==> src/dsadc_pkg.sv <==
// Shared constants, types and helpers of the converter sequencer and its reader.
// Assumes one 10 MHz system clock and an active-high asynchronous reset.
// Function
// (RULE1) Four modes: single, multi, continuous, turbo
// (RULE2) Start by control write or trigger
// (RULE3) Done high until result is read
// (RULE4) Single: four conversions, first three prime
// (RULE5) Single: back to standby after read
// (RULE6) Continuous: first result after three periods; the code gives the first result at the end of the fourth period
// (RULE7) No input switching in continuous mode
// (RULE8) Multi: reset and re-prime every sample
// (RULE9) Multi: next sample starts automatically
// (RULE10) Turbo: like multi, 20 bits single reset
// (RULE11) Invalid until fourth sample after switch
// (RULE12) Fourth-order sinc decimator, bit to words
// (RULE13) Resolution selects decimation and output rate
// (RULE14) Host polls status or uses done
// (RULE15) Trigger optional, driven by logic
// (RULE16) Done rises after every result
// (RULE17) Trigger synchronised, rising edge only
package dsadc_pkg;
  localparam int DATA_W = 32;
  localparam int ADDR_W = 2;
  localparam int RES_W  = 20;
  localparam int ACC_W  = 41;
  localparam int CIC_N  = 4;

  // Device register map on the link
  localparam logic [1:0] REG_CTRL   = 2'h0;
  localparam logic [1:0] REG_STAT   = 2'h1;
  localparam logic [1:0] REG_RESULT = 2'h2;
  localparam int CTRL_START   = 0;
  localparam int CTRL_STOP    = 1;
  localparam int CTRL_MODE_LO = 2;
  localparam int CTRL_RES_LO  = 4;
  localparam int STAT_DONE    = 0;
  localparam int STAT_BUSY    = 1;
  localparam int STAT_WAIT    = 2;
  localparam logic [1:0] MODE_RESET = 2'h0;
  localparam logic [1:0] RES_RESET  = 2'h1;

  // Host register map on the command port
  localparam logic [1:0] HREG_CMD    = 2'h0;
  localparam logic [1:0] HREG_EVT    = 2'h1;
  localparam logic [1:0] HREG_MASK   = 2'h2;
  localparam logic [1:0] HREG_RESULT = 2'h3;
  localparam int EVT_RESULT  = 0;
  localparam int EVT_OVERRUN = 1;
  localparam logic [1:0] EVT_RESET  = 2'h0;
  localparam logic [1:0] MASK_RESET = 2'h0;

  // Timing
  localparam int SYS_CLK_NS    = 100;
  localparam int MOD_PERIOD_NS = 400;
  localparam int MOD_DIV       = (MOD_PERIOD_NS + SYS_CLK_NS - 1) / SYS_CLK_NS;
  localparam logic [1:0] PRIME_PERIODS = 2'h3;

  typedef enum logic [1:0] {
    MODE_SINGLE = 2'h0,
    MODE_MULTI  = 2'h1,
    MODE_CONT   = 2'h2,
    MODE_TURBO  = 2'h3
  } dsadc_mode_t;

  typedef enum logic [1:0] {
    RES_8  = 2'h0,
    RES_12 = 2'h1,
    RES_16 = 2'h2,
    RES_20 = 2'h3
  } dsadc_res_t;

  // Decimation ratio is 2**(4+2*res): 16, 64, 256, 1024
  function automatic logic [9:0] dsadc_last_idx(input dsadc_res_t r);
    return 10'((11'h010 << (2 * r)) - 11'h001);
  endfunction

  // Keeps the top bits of the sinc4 output: 4*log2(R) - resolution
  function automatic int dsadc_shift(input dsadc_res_t r);
    return 4 * (4 + 2 * int'(r)) - (8 + 4 * int'(r));
  endfunction

  function automatic logic [RES_W-1:0] dsadc_max(input dsadc_res_t r);
    return 20'hFFFFF >> (12 - 4 * int'(r));
  endfunction
endpackage

==> src/dsadc_link_if.sv <==
// Link between the converter sequencer and the result reader.
// Assumes both ends run on the same sys_clk; reset reaches each end directly.
`timescale 1ns/100ps
interface dsadc_link_if
  import dsadc_pkg::*;
(
  input wire logic sys_clk
);
  logic              trigger;
  logic [ADDR_W-1:0] addr;
  logic [DATA_W-1:0] wdata;
  logic              wr;
  logic              rd;
  logic [DATA_W-1:0] rdata;
  logic              done;

  modport dev (
    input  trigger,
    input  addr,
    input  wdata,
    input  wr,
    input  rd,
    output rdata,
    output done
  );

  modport host (
    output trigger,
    output addr,
    output wdata,
    output wr,
    output rd,
    input  rdata,
    input  done
  );
endinterface

==> src/dsadc_sequencer.sv <==
// Delta-sigma sequencer: modulator timing, sinc4 decimator, mode control, registers.
// Assumes the modulator bit is synchronous to sys_clk and valid at each strobe.
`timescale 1ns/100ps
module dsadc_sequencer
  import dsadc_pkg::*;
(
  input  wire logic  sys_clk,
  input  wire logic  reset,
  dsadc_link_if.dev  link,
  input  wire logic  modBit,
  input  wire logic  chanSwitch,
  output logic       modStrobe,
  output logic       modReset,
  output logic       busy
);
  typedef enum logic [2:0] {
    S_IDLE = 3'b001,
    S_CONV = 3'b010,
    S_WAIT = 3'b100
  } dsadc_state_t;

  dsadc_state_t      state_q;
  dsadc_state_t      state_d;
  dsadc_mode_t       mode_q;
  dsadc_res_t        res_q;
  logic              trgS1_q;
  logic              trgS2_q;
  logic              trgS3_q;
  logic [2:0]        modCnt_q;
  logic              modEn_q;
  logic [9:0]        decCnt_q;
  logic [1:0]        primeCnt_q;
  logic [ACC_W-1:0]  integ_q [CIC_N];
  logic [ACC_W-1:0]  combDly_q [CIC_N];
  logic [ACC_W-1:0]  combIn [CIC_N];
  logic [ACC_W-1:0]  combStage;
  logic [ACC_W-1:0]  scaled;
  logic [RES_W-1:0]  resultWord;
  logic [RES_W-1:0]  result_q;
  logic              done_q;
  logic [DATA_W-1:0] rdata_q;
  logic              modRst_q;
  logic              trigRise;
  logic              ctrlWr;
  logic              startReq;
  logic              stopReq;
  logic              resultRead;
  logic              periodEnd;
  logic              publish;
  logic              multiLike;
  logic              turbo20;
  logic              clearConv;

  // Trigger synchroniser and edge detect
  always_ff @(posedge sys_clk or posedge reset) begin
    if (reset) begin
      trgS1_q <= 1'b0;
      trgS2_q <= 1'b0;
      trgS3_q <= 1'b0;
    end else begin
      trgS1_q <= link.trigger; // RULE17
      trgS2_q <= trgS1_q;
      trgS3_q <= trgS2_q;
    end
  end

  assign trigRise   = trgS2_q & ~trgS3_q; // RULE17 RULE15
  assign ctrlWr     = link.wr && link.addr == REG_CTRL;
  assign startReq   = (ctrlWr && link.wdata[CTRL_START]) || trigRise; // RULE2
  assign stopReq    = ctrlWr && link.wdata[CTRL_STOP];
  assign resultRead = link.rd && link.addr == REG_RESULT;
  assign periodEnd  = modEn_q && state_q == S_CONV && decCnt_q == dsadc_last_idx(res_q); // RULE13
  assign publish    = periodEnd && primeCnt_q == PRIME_PERIODS; // RULE4 RULE6 RULE11
  assign multiLike  = mode_q == MODE_MULTI || (mode_q == MODE_TURBO && res_q != RES_20); // RULE10
  assign turbo20    = mode_q == MODE_TURBO && res_q == RES_20; // RULE10
  assign clearConv  = (startReq && state_q != S_WAIT) || (chanSwitch && state_q == S_CONV)
                    || (publish && multiLike); // RULE8 RULE9 RULE11

  // Mode and resolution, writable while stopped
  always_ff @(posedge sys_clk or posedge reset) begin
    if (reset) begin
      mode_q <= dsadc_mode_t'(MODE_RESET);
      res_q  <= dsadc_res_t'(RES_RESET);
    end else if (ctrlWr && state_q == S_IDLE) begin
      mode_q <= dsadc_mode_t'(link.wdata[CTRL_MODE_LO +: 2]); // RULE1
      res_q  <= dsadc_res_t'(link.wdata[CTRL_RES_LO +: 2]); // RULE13
    end
  end

  always_comb begin
    state_d = state_q;
    unique case (state_q)
      S_IDLE: begin
        if (startReq) begin
          state_d = S_CONV; // RULE2
        end
      end
      S_CONV: begin
        if (stopReq) begin
          state_d = S_IDLE;
        end else if (publish && mode_q == MODE_SINGLE) begin
          state_d = S_WAIT; // RULE4
        end
      end
      S_WAIT: begin
        if (resultRead || stopReq) begin
          state_d = S_IDLE; // RULE5
        end
      end
      default: state_d = S_IDLE;
    endcase
  end

  always_ff @(posedge sys_clk or posedge reset) begin
    if (reset) begin
      state_q <= S_IDLE;
    end else begin
      state_q <= state_d;
    end
  end

  // Modulator strobe divider
  always_ff @(posedge sys_clk or posedge reset) begin
    if (reset) begin
      modCnt_q <= 3'h0;
      modEn_q  <= 1'b0;
    end else if (modCnt_q == 3'(MOD_DIV - 1)) begin
      modCnt_q <= 3'h0;
      modEn_q  <= 1'b1;
    end else begin
      modCnt_q <= modCnt_q + 3'h1;
      modEn_q  <= 1'b0;
    end
  end

  // Decimation phase and priming count
  always_ff @(posedge sys_clk or posedge reset) begin
    if (reset) begin
      decCnt_q   <= 10'h000;
      primeCnt_q <= 2'h0;
    end else if (clearConv || state_q != S_CONV) begin
      decCnt_q   <= 10'h000;
      primeCnt_q <= 2'h0; // RULE8 RULE11
    end else if (periodEnd) begin
      decCnt_q <= 10'h000;
      if (primeCnt_q != PRIME_PERIODS) begin
        primeCnt_q <= primeCnt_q + 2'h1; // RULE4 RULE6
      end
    end else if (modEn_q) begin
      decCnt_q <= decCnt_q + 10'h001;
    end
  end

  // Comb section evaluated at the decimation point
  always_comb begin
    combStage = integ_q[CIC_N-1];
    for (int k = 0; k < CIC_N; k++) begin
      combIn[k] = combStage;
      combStage = combStage - combDly_q[k]; // RULE12
    end
    scaled     = combStage >> dsadc_shift(res_q);
    resultWord = (scaled > ACC_W'(dsadc_max(res_q))) ? dsadc_max(res_q) : scaled[RES_W-1:0];
  end

  // Integrators at the modulator rate, comb delays at the output rate
  always_ff @(posedge sys_clk or posedge reset) begin
    if (reset) begin
      for (int k = 0; k < CIC_N; k++) begin
        integ_q[k]   <= '0;
        combDly_q[k] <= '0;
      end
    end else if (clearConv || state_q != S_CONV) begin
      for (int k = 0; k < CIC_N; k++) begin
        integ_q[k]   <= '0;
        combDly_q[k] <= '0;
      end
    end else if (modEn_q) begin
      integ_q[0] <= integ_q[0] + ACC_W'(modBit); // RULE12
      for (int k = 1; k < CIC_N; k++) begin
        integ_q[k] <= integ_q[k] + integ_q[k-1];
      end
      if (periodEnd) begin
        // Each comb stage remembers its own input
        for (int k = 0; k < CIC_N; k++) begin
          combDly_q[k] <= combIn[k]; // RULE12
        end
      end
    end
  end

  // Result and done flag; a new result wins over a read
  always_ff @(posedge sys_clk or posedge reset) begin
    if (reset) begin
      result_q <= '0;
      done_q   <= 1'b0;
    end else if (publish) begin
      result_q <= resultWord;
      done_q   <= 1'b1; // RULE3 RULE16
    end else if (resultRead) begin
      done_q <= 1'b0; // RULE3
    end
  end

  // Register reads answer one cycle later
  always_ff @(posedge sys_clk or posedge reset) begin
    if (reset) begin
      rdata_q <= '0;
    end else if (link.rd) begin
      unique case (link.addr)
        REG_CTRL:   rdata_q <= DATA_W'({res_q, mode_q, 2'b00});
        REG_STAT:   rdata_q <= DATA_W'({state_q == S_WAIT, state_q != S_IDLE, done_q}); // RULE14
        REG_RESULT: rdata_q <= DATA_W'(result_q);
        default:    rdata_q <= '0;
      endcase
    end
  end

  // Converter reset pulse and status outputs
  always_ff @(posedge sys_clk or posedge reset) begin
    if (reset) begin
      modRst_q <= 1'b1;
      busy     <= 1'b0;
    end else begin
      modRst_q <= clearConv || (turbo20 && publish); // RULE8 RULE10
      busy     <= state_d == S_CONV;
    end
  end

  assign link.rdata = rdata_q;
  assign link.done  = done_q;
  assign modStrobe  = modEn_q;
  assign modReset   = modRst_q;
endmodule

==> src/flat_wrapper.sv <==
// flat-port wrapper written by rule: the top's interface ports become plain ports
module dsadc_sequencer_flat import dsadc_pkg::*;
  (sys_clk, reset, modBit, chanSwitch, modStrobe, modReset, busy, link_trigger, link_addr, link_wdata, link_wr, link_rd, link_rdata, link_done);
  dsadc_link_if link_i (.sys_clk(sys_clk));
  input  wire logic sys_clk;
  input  wire logic reset;
  input  wire logic modBit;
  input  wire logic chanSwitch;
  output logic modStrobe;
  output logic modReset;
  output logic busy;
  input wire logic [$bits(link_i.trigger)-1:0] link_trigger;
  input wire logic [$bits(link_i.addr)-1:0] link_addr;
  input wire logic [$bits(link_i.wdata)-1:0] link_wdata;
  input wire logic [$bits(link_i.wr)-1:0] link_wr;
  input wire logic [$bits(link_i.rd)-1:0] link_rd;
  output wire logic [$bits(link_i.rdata)-1:0] link_rdata;
  output wire logic [$bits(link_i.done)-1:0] link_done;
  assign link_i.trigger = link_trigger;
  assign link_i.addr = link_addr;
  assign link_i.wdata = link_wdata;
  assign link_i.wr = link_wr;
  assign link_i.rd = link_rd;
  assign link_rdata = link_i.rdata;
  assign link_done = link_i.done;
  dsadc_sequencer u_core (.sys_clk(sys_clk), .reset(reset), .link(link_i), .modBit(modBit), .chanSwitch(chanSwitch), .modStrobe(modStrobe), .modReset(modReset), .busy(busy));
endmodule
==> config.mk <==
export PLATFORM = sky130hd
export DESIGN_NAME = dsadc_sequencer_flat
export DESIGN_NICKNAME = d
export VERILOG_FILES = /design/src/dsadc_pkg.sv /design/src/dsadc_link_if.sv /design/src/dsadc_sequencer.sv /design/src/flat_wrapper.sv
export SDC_FILE = /design/constraint.sdc
export NUM_CORES = 1
export LEC_CHECK = 0
export BUFFER_PORTS_ARGS = -buffer_cell sky130_fd_sc_hd__buf_4
export CELL_PAD_IN_SITES_DETAIL_PLACEMENT = 1
export CELL_PAD_IN_SITES_GLOBAL_PLACEMENT = 2
export CORE_UTILIZATION = 44
export CTS_BUF_LIST = sky130_fd_sc_hd__clkbuf_4
export DETAILED_ROUTE_END_ITERATION = 6
export GPL_ROUTABILITY_DRIVEN = 1
export PLACE_DENSITY_LB_ADDON = 0.1
export SLEW_MARGIN = 20
export SYNTH_ARGS = -nofsm -noshare
export SYNTH_HDL_FRONTEND = slang
export SYNTH_SLANG_ARGS = --single-unit
==> constraint.sdc <==
create_clock -name sys_clk -period 24.9 [get_ports sys_clk]
set_input_delay 3.735 -clock sys_clk [delete_from_list [all_inputs] [get_ports sys_clk]]
set_output_delay 3.735 -clock sys_clk [all_outputs]
set_load 0.005 [all_outputs]
# After elaboration in Yosys (flattened, before gate mapping)

Index checks and enable logic that the tools add are counted.

$add $sub $neg: 16
$lt $le $gt $ge: 1
Eq/ne operators: 17
Shift operators: 3
Multiplexer cells: 22
Bitwise gates (word level): 2
Reductions and logical operators: 31

Operators by type and width:

| kind                   | count |
|---|---|
| $mux 164               | 5 |
| $sub 41x41->41         | 4 |
| $add 41x41->41         | 3 |
| $pmux 20 s3            | 1 |
| $add 41x1->41          | 1 |
| $gt 41x20->1           | 1 |
| $shr 41x32->41         | 1 |
| $shr 20x32->20 const A | 1 |
| $sub 32x32->32         | 1 |
| $mux 10                | 3 |
| $mux 20                | 1 |
| $logic_and 1x1->1      | 15 |
| $mux 3                 | 5 |
| $add 10x1->10 const B  | 1 |
| $eq 10x10->1           | 1 |
| $shl 5x3->10 const A   | 1 |
| $sub 10x1->10 const B  | 1 |
| $eq 3x2->1 const B     | 3 |
| $pmux 3 s3             | 1 |
| $eq 2x2->1 const B     | 4 |
| $reduce_bool 2->1      | 4 |
| $logic_or 1x1->1       | 7 |
| $mux 2                 | 3 |
| $add 4x4->5 const A    | 1 |
| other kinds (17)       | 23 |

Flip-flop bits (word level): 409
Input bits: 41
Output and inout bits: 36
Logic and storage cells: 115

# Depth between registers and ports, before layout

Gate-level depths: netlist of run 1.

Word-level depth: 10
Mapped depth: 66
Mapped depth without buffers: 64

# Least setup slack after synthesis of run 1

No wires, ideal clock.

Path kind: register -> register
Start point: register u_core.integ_q (netlist bit u_core.combIn[123])
End point: register u_core.result_q[4]
Setup time: 0.127 ns
Arrival time: 10.908 ns
Required time: 24.773 ns
Setup slack: 13.866 ns
Cell stages (with the launch flop): 58
Path buffers: 2
Period minus slack after synthesis: 11.034 ns
Cells stage by stage: dfrtp_1 inv_1 ha_1 fa_1 nor2b_4 o31a_1 o41a_1 nor2_1 nor2_1 nor2_1 xnor2_1 ha_1 a21o_1 a21o_1 a21o_1 nor3_1 a21oi_1 a21oi_1 [... 22 more ...] nor4_1 nand4b_1 xor2_2 a221o_1 o21ai_0 ha_1 nor2b_1 o21ai_0 nand2b_1 a21oi_1 nor2b_1 o21ai_0 nand2_1 o211a_1 a2111o_1 nor3_4 buf_6 a21oi_1

Word-level cells in the longest chain between the ends: 7

Ends and longest elaborated chain:

| item                            | RTL line               | RTL |
|---|---|---|
| start, declared                 | dsadc_sequencer.sv:33  | `logic [ACC_W-1:0] integ_q [CIC_N];` |
| start signal, assigned by index | dsadc_sequencer.sv:180 | `integ_q[k] <= integ_q[k] + integ_q[k-1];` |
| $sub 41x41->41 * (4 in a row)   | dsadc_sequencer.sv:159 | `combStage = combStage - combDly_q[k];` |
| $shr 41x32->41 *                | dsadc_sequencer.sv:161 | `scaled = combStage >> dsadc_shift(res_q);` |
| $gt 41x20->1                    | dsadc_sequencer.sv:162 | `resultWord = (scaled > ACC_W'(dsadc_max(res_q))) ? dsadc_max(res_q) : scaled[RES_W-1:0];` |
| $mux 20 *                       | dsadc_sequencer.sv:162 |  |
| end signal, assigned            | dsadc_sequencer.sv:197 | `result_q <= resultWord;` |
| end, declared                   | dsadc_sequencer.sv:39  | `logic [RES_W-1:0] result_q;` |

Every way passes the cells marked *; elsewhere a longest branch is shown, timed or not.
A chain may end at the register's enable or synchronous reset.

# Final worst setup path of run 1

Start point: register u_core.integ_q (netlist bit u_core.combIn[123])
End point: register u_core.result_q[3]

Same word-level chain as after synthesis.

==> flow_summary.json, run 1 <==
{
  "status": "finished clean",
  "fp.dieW_um": 273,
  "fillers": 8727,
  "switching_share_pct": 35.1,
  "globalRouteMet2Util_pct": 45.6,
  "internal_power_mw": 1.10,
  "max_cap_violations": 0,
  "timing.final.crit_share_pct": 55.8,
  "r2r_cells": 52,
  "critPathMaxStageDelay_ns": 1.00,
  "start_kind": "flop",
  "hold_ws_ns": 0.356,
  "antenna_found_initial": 3,
  "cpLargestDelayFamily": "compound AO/OA/AOI/OAI gates",
  "clockPowerShare_pct": 37.0,
  "antenna_left": 0,
  "top_usage_layer": "met2",
  "cts-resized-gates": 0,
  "cp-end-kind": "flop",
  "cp.buffers_inverters": 1,
  "pre_cts_ws_ns": 10.92,
  "drcViolationCount": 0,
  "final_max_slew_viol_count": 0,
  "io-pin-count": 77,
  "routed_via_density": 5.61,
  "pwr-share-comb_pct": 23.8,
  "grt_max_degree": 128,
  "drt_iter0_drc": 1095,
  "cp.depth": 52,
  "fin_util_pct": 48.3,
  "h-tree-depth": 3,
  "synthCells": 3953,
  "crit_type": "flop to flop",
  "drt_wl_total_um": 89100,
  "start_util_pct": 44.7,
  "startpoint": "u_core.combIn[123]",
  "grt_use_met1_pct": 27.8,
  "grt_pass1_vias": 30300,
  "crit_top_cell": "o21ai_0",
  "ys_types": 91,
  "drive_gt1_share_pct": 7.58,
  "overflow": 0,
  "seqPwrFrac_pct": 39.2,
  "area_delta_synth_final_pct": 7.94,
  "cts_inserted_buffers": 115,
  "root_buffer": "clkbuf_4",
  "setup_viol": 0,
  "irDropWorstVdd_uv": 102,
  "insertion_delay_ns": 0.95,
  "fp.coreArea_um2": 72000,
  "num_rows": 98,
  "gp_congestion": 0.878,
  "min_period_ns": 13.89,
  "post-cts-setup-buffers": 0,
  "fmax_mhz": 72.0,
  "firstDrtPassIters": 5,
  "synth_enable_flop_cells": 0,
  "cp_slowest_cell": "a2111oi_0",
  "async_reset_ff_share_pct": 100,
  "hold_path_class": "flop to flop",
  "r2r-start": "u_core.combIn[123]",
  "met3_usage_pct": 2.86,
  "synth_ff_type": "dfrtp_1",
  "p_leak_nw": 15.8,
  "cts.sinks": 397,
  "synth_area_um2": 32200,
  "power.density_nw_per_um2": 48.7,
  "tns_ns": 0,
  "clockBufferDepth": 3,
  "ys_ff_latch": 397,
  "critical_path_required_ns": 25.61,
  "ys_warn_count": 0,
  "port_buffers": 38,
  "power_mw": 1.69,
  "seq_area_frac_synth_pct": 30.9,
  "hold_violations": 0,
  "path_clk_slew_ns": 0.06,
  "cts_tree": "yes",
  "grt_pass1_wl_um": 150000,
  "die_area_um2": 74300,
  "nets": 4338,
  "relSlewSlack_pct": 19.2,
  "endpoint": "u_core.result_q[3]",
  "grt_usage_pct": 24.3,
  "reg2reg_setup_slack_ns": 11.01,
  "post-dp-hpwl_um": 67600,
  "layout_setup_ws_ns": 11.01,
  "finClkSkew_ns": 0.114,
  "cp.arrival_ns": 14.60,
  "fp.dieH_um": 273,
  "num_vias": 28200,
  "reg2reg_to": "u_core.result_q[3]",
  "hold_buffers": 0,
  "p_switching_uw": 594,
  "rsz0062_at_grt": "no",
  "cp_max_fo": 18,
  "worst_slew_pin_slew_ns": 1.18,
  "syn_avg_cell_area_um2": 8.15,
  "wire_per_inst_um": 17.7
}
[worst register-to-register path, delay by kind of cell (launching register included)]
family          cells  cell delay, ns
compound gates     27            7.32
xor+xnor            4            0.84
fa+ha+maj           6            2.22
buf+inv             1            0.08
flops               1            0.45
simple gates       14            2.75
[metal layers]
layer | vias up | wire length [um]
li1 | 13900 | -
met3 | 164 | 2080
met5 | - | 26
met2 | 303 | 46200
met4 | 4 | 2760
met1 | 13800 | 38100
[power groups by stage]
stage	Sequential [mW]	Clock, mW	Combinational (mW)
floorplan	0.673	0	0.277
global placement	0.674	0	0.399
detailed placement	0.675	0	0.404
CTS	0.663	0.657	0.405
global route	0.664	0.686	0.436
finish	0.663	0.626	0.403
[sequential cells by signal (all words and copies together) (netlist names), 2 cells and up]
register	cells
u_core.combDly_q	164
u_core.link.rdata	20
u_core.result_q	20
u_core.state_q	3
u_core.mode_q	2
u_core.modCnt_q	3
u_core.res_q	2
u_core.primeCnt_q	2
u_core.combIn	41
u_core.integ_q	123
u_core.decCnt_q	10
[logic make-up (layout without fill, tap and decap cells)]
family / Yosys count / count (layout) / synth area share, %
AO/OA/AOI/OAI: 1104 / 1104 / 21.4
XOR/XNOR: 299 / 299 / 8.25
flip-flops: 397 / 397 / 30.9
other: 1 / 14 / 0.0116
buffers and inverters: 427 / 540 / 5.16
AND/OR/NAND/NOR: 1301 / 1301 / 18.0
multiplexers: 114 / 114 / 4.11
adder cells (fa/ha/maj): 310 / 310 / 12.2
[worst min-delay path by stage]
stage | start | to | slack [ns] | cells after the start
final | u_core.trgS1_q | u_core.trgS2_q | 0.36 | 0
after global routing | u_core.trgS1_q | u_core.trgS2_q | 0.37 | 0
after CTS | u_core.trgS1_q | u_core.trgS2_q | 0.36 | 0
after detailed placement | u_core.trgS1_q | u_core.trgS2_q | 0.35 | 0
after global placement | u_core.trgS1_q | u_core.trgS2_q | 0.34 | 0
after floorplan | u_core.trgS1_q | u_core.trgS2_q | 0.33 | 0
[cell type report]
class	count	area [um2]	area share, %
clock buffer	162	1220	3.50
multi-input combinational	3140	20700	59.5
antenna	2	5.00	0.0144
tap	950	1190	3.42
timing repair buffer	60	450	1.30
clock inverter	45	250	0.720
inverter	273	1030	2.97
sequential	397	9940	28.6
[placed cells by master (no fill, tap or decap), types with 8 or more instances in the layout]
| cell | netlist | final |
|---|---|---|
| nor2b_1 | 38 | 38 |
| a211oi_1 | 51 | 51 |
| o21ai_0 | 185 | 185 |
| o22ai_1 | 9 | 9 |
| mux2i_1 | 95 | 95 |
| ha_1 | 303 | 303 |
| a221oi_1 | 12 | 12 |
| dfrtp_1 | 394 | 393 |
| or2_2 | 14 | 14 |
| or3_1 | 22 | 21 |
| nand2b_1 | 38 | 38 |
| and2_1 | 41 | 41 |
| a21oi_1 | 444 | 444 |
| nand2_1 | 536 | 535 |
| and4_1 | 8 | 8 |
| xor2_1 | 109 | 109 |
| o31ai_1 | 12 | 12 |
| conb_1 | 1 | 12 |
| xnor2_1 | 186 | 186 |
| nand3_1 | 59 | 59 |
| mux4_2 | 14 | 14 |
| buf_4 | 12 | 60 |
| clkinv_1 | 1 | 32 |
| and3_1 | 28 | 28 |
| a211o_1 | 16 | 16 |
| clkbuf_4 | 0 | 162 |
| nor2_1 | 368 | 366 |
| o21a_1 | 40 | 40 |
| o31a_1 | 10 | 10 |
| a31oi_1 | 25 | 25 |
| o21bai_1 | 41 | 41 |
| a21boi_0 | 13 | 13 |
| a21o_1 | 132 | 132 |
| nand4_1 | 44 | 44 |
| o211ai_1 | 19 | 19 |
| nor3_1 | 74 | 73 |
| nor4_1 | 9 | 8 |
| inv_1 | 271 | 270 |
[through the flow]
stage | cell area [um2] | cells
floorplan | 32200 | 3964
global placement | 33300 | 4820
detailed placement | 33300 | 4820
CTS | 34700 | 5027
global route | 34800 | 5029
finish | 34800 | 5029
[cell usage after synthesis (all sizes together), types with 10 or more instances]
library cell / n / area, um2
o31a: 10 / 87.6
xnor2: 188 / 1660
mux2i: 95 / 951
and3: 28 / 175
nand2b: 38 / 238
mux4: 14 / 315
a221oi: 13 / 120
o21ai: 194 / 982
o211ai: 19 / 143
dfrtp: 394 / 9860
and2: 42 / 263
nor3: 75 / 387
clkbuf: 126 / 473
or2: 14 / 87.6
a211o: 16 / 140
or3: 22 / 138
o31ai: 13 / 103
nor2: 368 / 1380
o21a: 40 / 300
nand3: 60 / 305
a31oi: 26 / 178
a21oi: 445 / 2230
xor2: 110 / 971
ha: 303 / 3790
a21boi: 14 / 105
a21o: 132 / 991
inv: 272 / 1020
buf: 28 / 163
a211oi: 52 / 395
nand4: 44 / 275
nor2b: 39 / 251
nand2: 536 / 2010
o21bai: 43 / 330
(Power assumes the default switching activity.)
==> run 2: changes to the inputs <==
--- a/config.mk
+++ b/config.mk
@@ -8,7 +8,7 @@
 export BUFFER_PORTS_ARGS = -buffer_cell sky130_fd_sc_hd__buf_4
 export CELL_PAD_IN_SITES_DETAIL_PLACEMENT = 1
 export CELL_PAD_IN_SITES_GLOBAL_PLACEMENT = 2
-export CORE_UTILIZATION = 44
+export CORE_UTILIZATION = 40
 export CTS_BUF_LIST = sky130_fd_sc_hd__clkbuf_4
 export DETAILED_ROUTE_END_ITERATION = 6
 export GPL_ROUTABILITY_DRIVEN = 1
==> constraint.sdc (replaced) <==
create_clock -name sys_clk -period 14.3 [get_ports sys_clk]
set_input_delay 2.145 -clock sys_clk [delete_from_list [all_inputs] [get_ports sys_clk]]
set_output_delay 2.145 -clock sys_clk [all_outputs]
set_load 0.005 [all_outputs]
==> flow_summary.json, run 2 (synthesis results as in run 1) <==
{
  "drive_gt1_share_pct": 7.67,
  "num_rows": 103,
  "ff_latch_area_um2": 9940,
  "h-tree-depth": 3,
  "nets": 4340,
  "start_util_pct": 40.6,
  "timing.final.crit_share_pct": 91.7,
  "drt_iter0_drc": 919,
  "fin_util_pct": 44.0,
  "root_buffer": "clkbuf_4",
  "routed_via_density": 5.39,
  "met3_usage_pct": 2.99,
  "finClkSkew_ns": 0.0673,
  "overflow": 0,
  "r2r-start": "u_core.combIn[123]",
  "pwr-share-comb_pct": 23.4,
  "top_usage_layer": "met2",
  "clockBufferDepth": 3,
  "fp.coreArea_um2": 79300,
  "cts.sinks": 397,
  "setup_viol": 0,
  "reg2reg_to": "u_core.result_q[4]",
  "cp-end-kind": "flop",
  "internal_power_mw": 1.92,
  "post-cts-setup-buffers": 0,
  "firstDrtPassIters": 5,
  "drcViolationCount": 0,
  "fp.dieH_um": 286,
  "gp_congestion": 0.857,
  "start_kind": "flop",
  "irDropWorstVdd_uv": 75.6,
  "final_max_slew_viol_count": 0,
  "critical_path_required_ns": 15.03,
  "fillers": 9618,
  "wire_per_inst_um": 16.7,
  "reg2reg_setup_slack_ns": 1.18,
  "hold_violations": 0,
  "drt_wl_total_um": 85400,
  "final_common_cell": "nand2_1",
  "hold_path_class": "flop to flop",
  "hold_depth": 0,
  "power_mw": 2.92,
  "regMostFlops": "u_core.combDly_q",
  "switching_share_pct": 34.3,
  "clockPowerShare_pct": 37.2,
  "cp.buffers_inverters": 1,
  "status": "finished clean",
  "insertion_delay_ns": 0.91,
  "final_cell_mix": "535 x nand2_1, 444 x a21oi_1, 393 x dfrtp_1, 366 x nor2_1, 303 x ha_1",
  "cp_max_fo": 18,
  "largest_reg_flops": 164,
  "cts_inserted_buffers": 118,
  "power.density_nw_per_um2": 83.9,
  "min_to": "u_core.trgS2_q",
  "cp_slowest_cell": "nor3_4",
  "hold_buffers": 0,
  "cpLargestDelayFamily": "compound AO/OA/AOI/OAI gates",
  "grt_usage_pct": 21.3,
  "post-dp-hpwl_um": 63500,
  "die_area_um2": 81600,
  "io-pin-count": 77,
  "p_switching_mw": 1.00,
  "critPathMaxStageDelay_ns": 0.61,
  "relSlewSlack_pct": 34.2,
  "seqPwrFrac_pct": 39.4,
  "min_from": "u_core.trgS1_q",
  "antenna_left": 0,
  "num_vias": 27600,
  "crit_top_cell": "a21oi_1",
  "cts_tree": "yes",
  "max_cap_violations": 0,
  "port_buffers": 38,
  "globalRouteMet2Util_pct": 37.7,
  "grt_pass1_vias": 28900,
  "antenna_found_initial": 2,
  "area_delta_synth_final_pct": 8.28,
  "crit_type": "flop to flop",
  "r2r_cells": 55,
  "fp.dieW_um": 286,
  "min_period_ns": 13.12,
  "fmax_mhz": 76.2,
  "worst_slew_pin_slew_ns": 0.987,
  "p_leak_nw": 15.8,
  "grt_pass1_wl_um": 145000,
  "multi_input_area_um2": 20700,
  "path_clk_slew_ns": 0.07,
  "grt_max_degree": 173,
  "grt_use_met1_pct": 26.3,
  "cp.arrival_ns": 13.85
}
[run 2: layout make-up]
class / count / share of cell area, %
antenna: 3 / 0.0215
clock buffer: 175 / 3.77
multi-input combinational: 3140 / 59.3
tap: 1050 / 3.77
inverter: 273 / 2.96
sequential: 397 / 28.5
clock inverter: 23 / 0.352
timing repair buffer: 59 / 1.34
[run 2: worst max path at each step]
stage	from	cells past startpoint	slack (ns)	endpoint
floorplan	reset	1	1.12	u_core.busy
global placement	u_core.combIn[123]	56	1.19	u_core.result_q[6]
detailed placement	u_core.combIn[123]	55	1.02	u_core.result_q[2]
CTS	u_core.combIn[123]	55	0.93	u_core.result_q[4]
global route	u_core.combIn[123]	54	-0.0004	u_core.result_q[4]
finish	u_core.combIn[123]	55	1.18	u_core.result_q[4]
[run 2: stage by stage]
| step | hold WS [ns] | cell area [um2] | worst slack (ns) | TNS, ns | instances |
|---|---|---|---|---|---|
| floorplan | 0.331 | 32200 | 1.12 | 0 | 3964 |
| global placement | 0.333 | 33400 | 1.19 | 0 | 4919 |
| detailed placement | 0.339 | 33400 | 1.02 | 0 | 4919 |
| CTS | 0.361 | 34900 | 0.931 | 0 | 5117 |
| global route | 0.369 | 34900 | -0.000403 | -0.000403 | 5120 |
| finish | 0.361 | 34900 | 1.18 | 0 | 5120 |
[run 2: worst reg2reg max path: cells and delay by family (launching register included)]
family / cells / cell delay (ns)
fa+ha+maj: 6 / 1.95
flops: 1 / 0.41
compound gates: 25 / 6.34
xor+xnor: 4 / 0.72
buf+inv: 1 / 0.08
simple gates: 19 / 3.43
[run 2: routing by layer]
| metal | wire length (um) | share of wire (%) |
|---|---|---|
| met5 | 0 | 0 |
| met2 | 41700 | 49 |
| met4 | 2700 | 3.2 |
| met3 | 1950 | 2.3 |
| met1 | 39100 | 46 |
[run 2: repair_timing]
| item | in CTS | in global routing |
|---|---|---|
| setup endpoints to repair | 0 | 18 |
| hold endpoints to repair | 0 | 0 |
| resized for setup | 0 | 1 |
[run 2: power groups by stage]
| stage | sequential, mW | clock (mW) | combinational (mW) |
|---|---|---|---|
| floorplan | 1.17 | 0 | 0.482 |
| global placement | 1.17 | 0 | 0.681 |
| detailed placement | 1.17 | 0 | 0.684 |
| CTS | 1.15 | 1.15 | 0.686 |
| global route | 1.15 | 1.20 | 0.748 |
| finish | 1.15 | 1.09 | 0.684 |
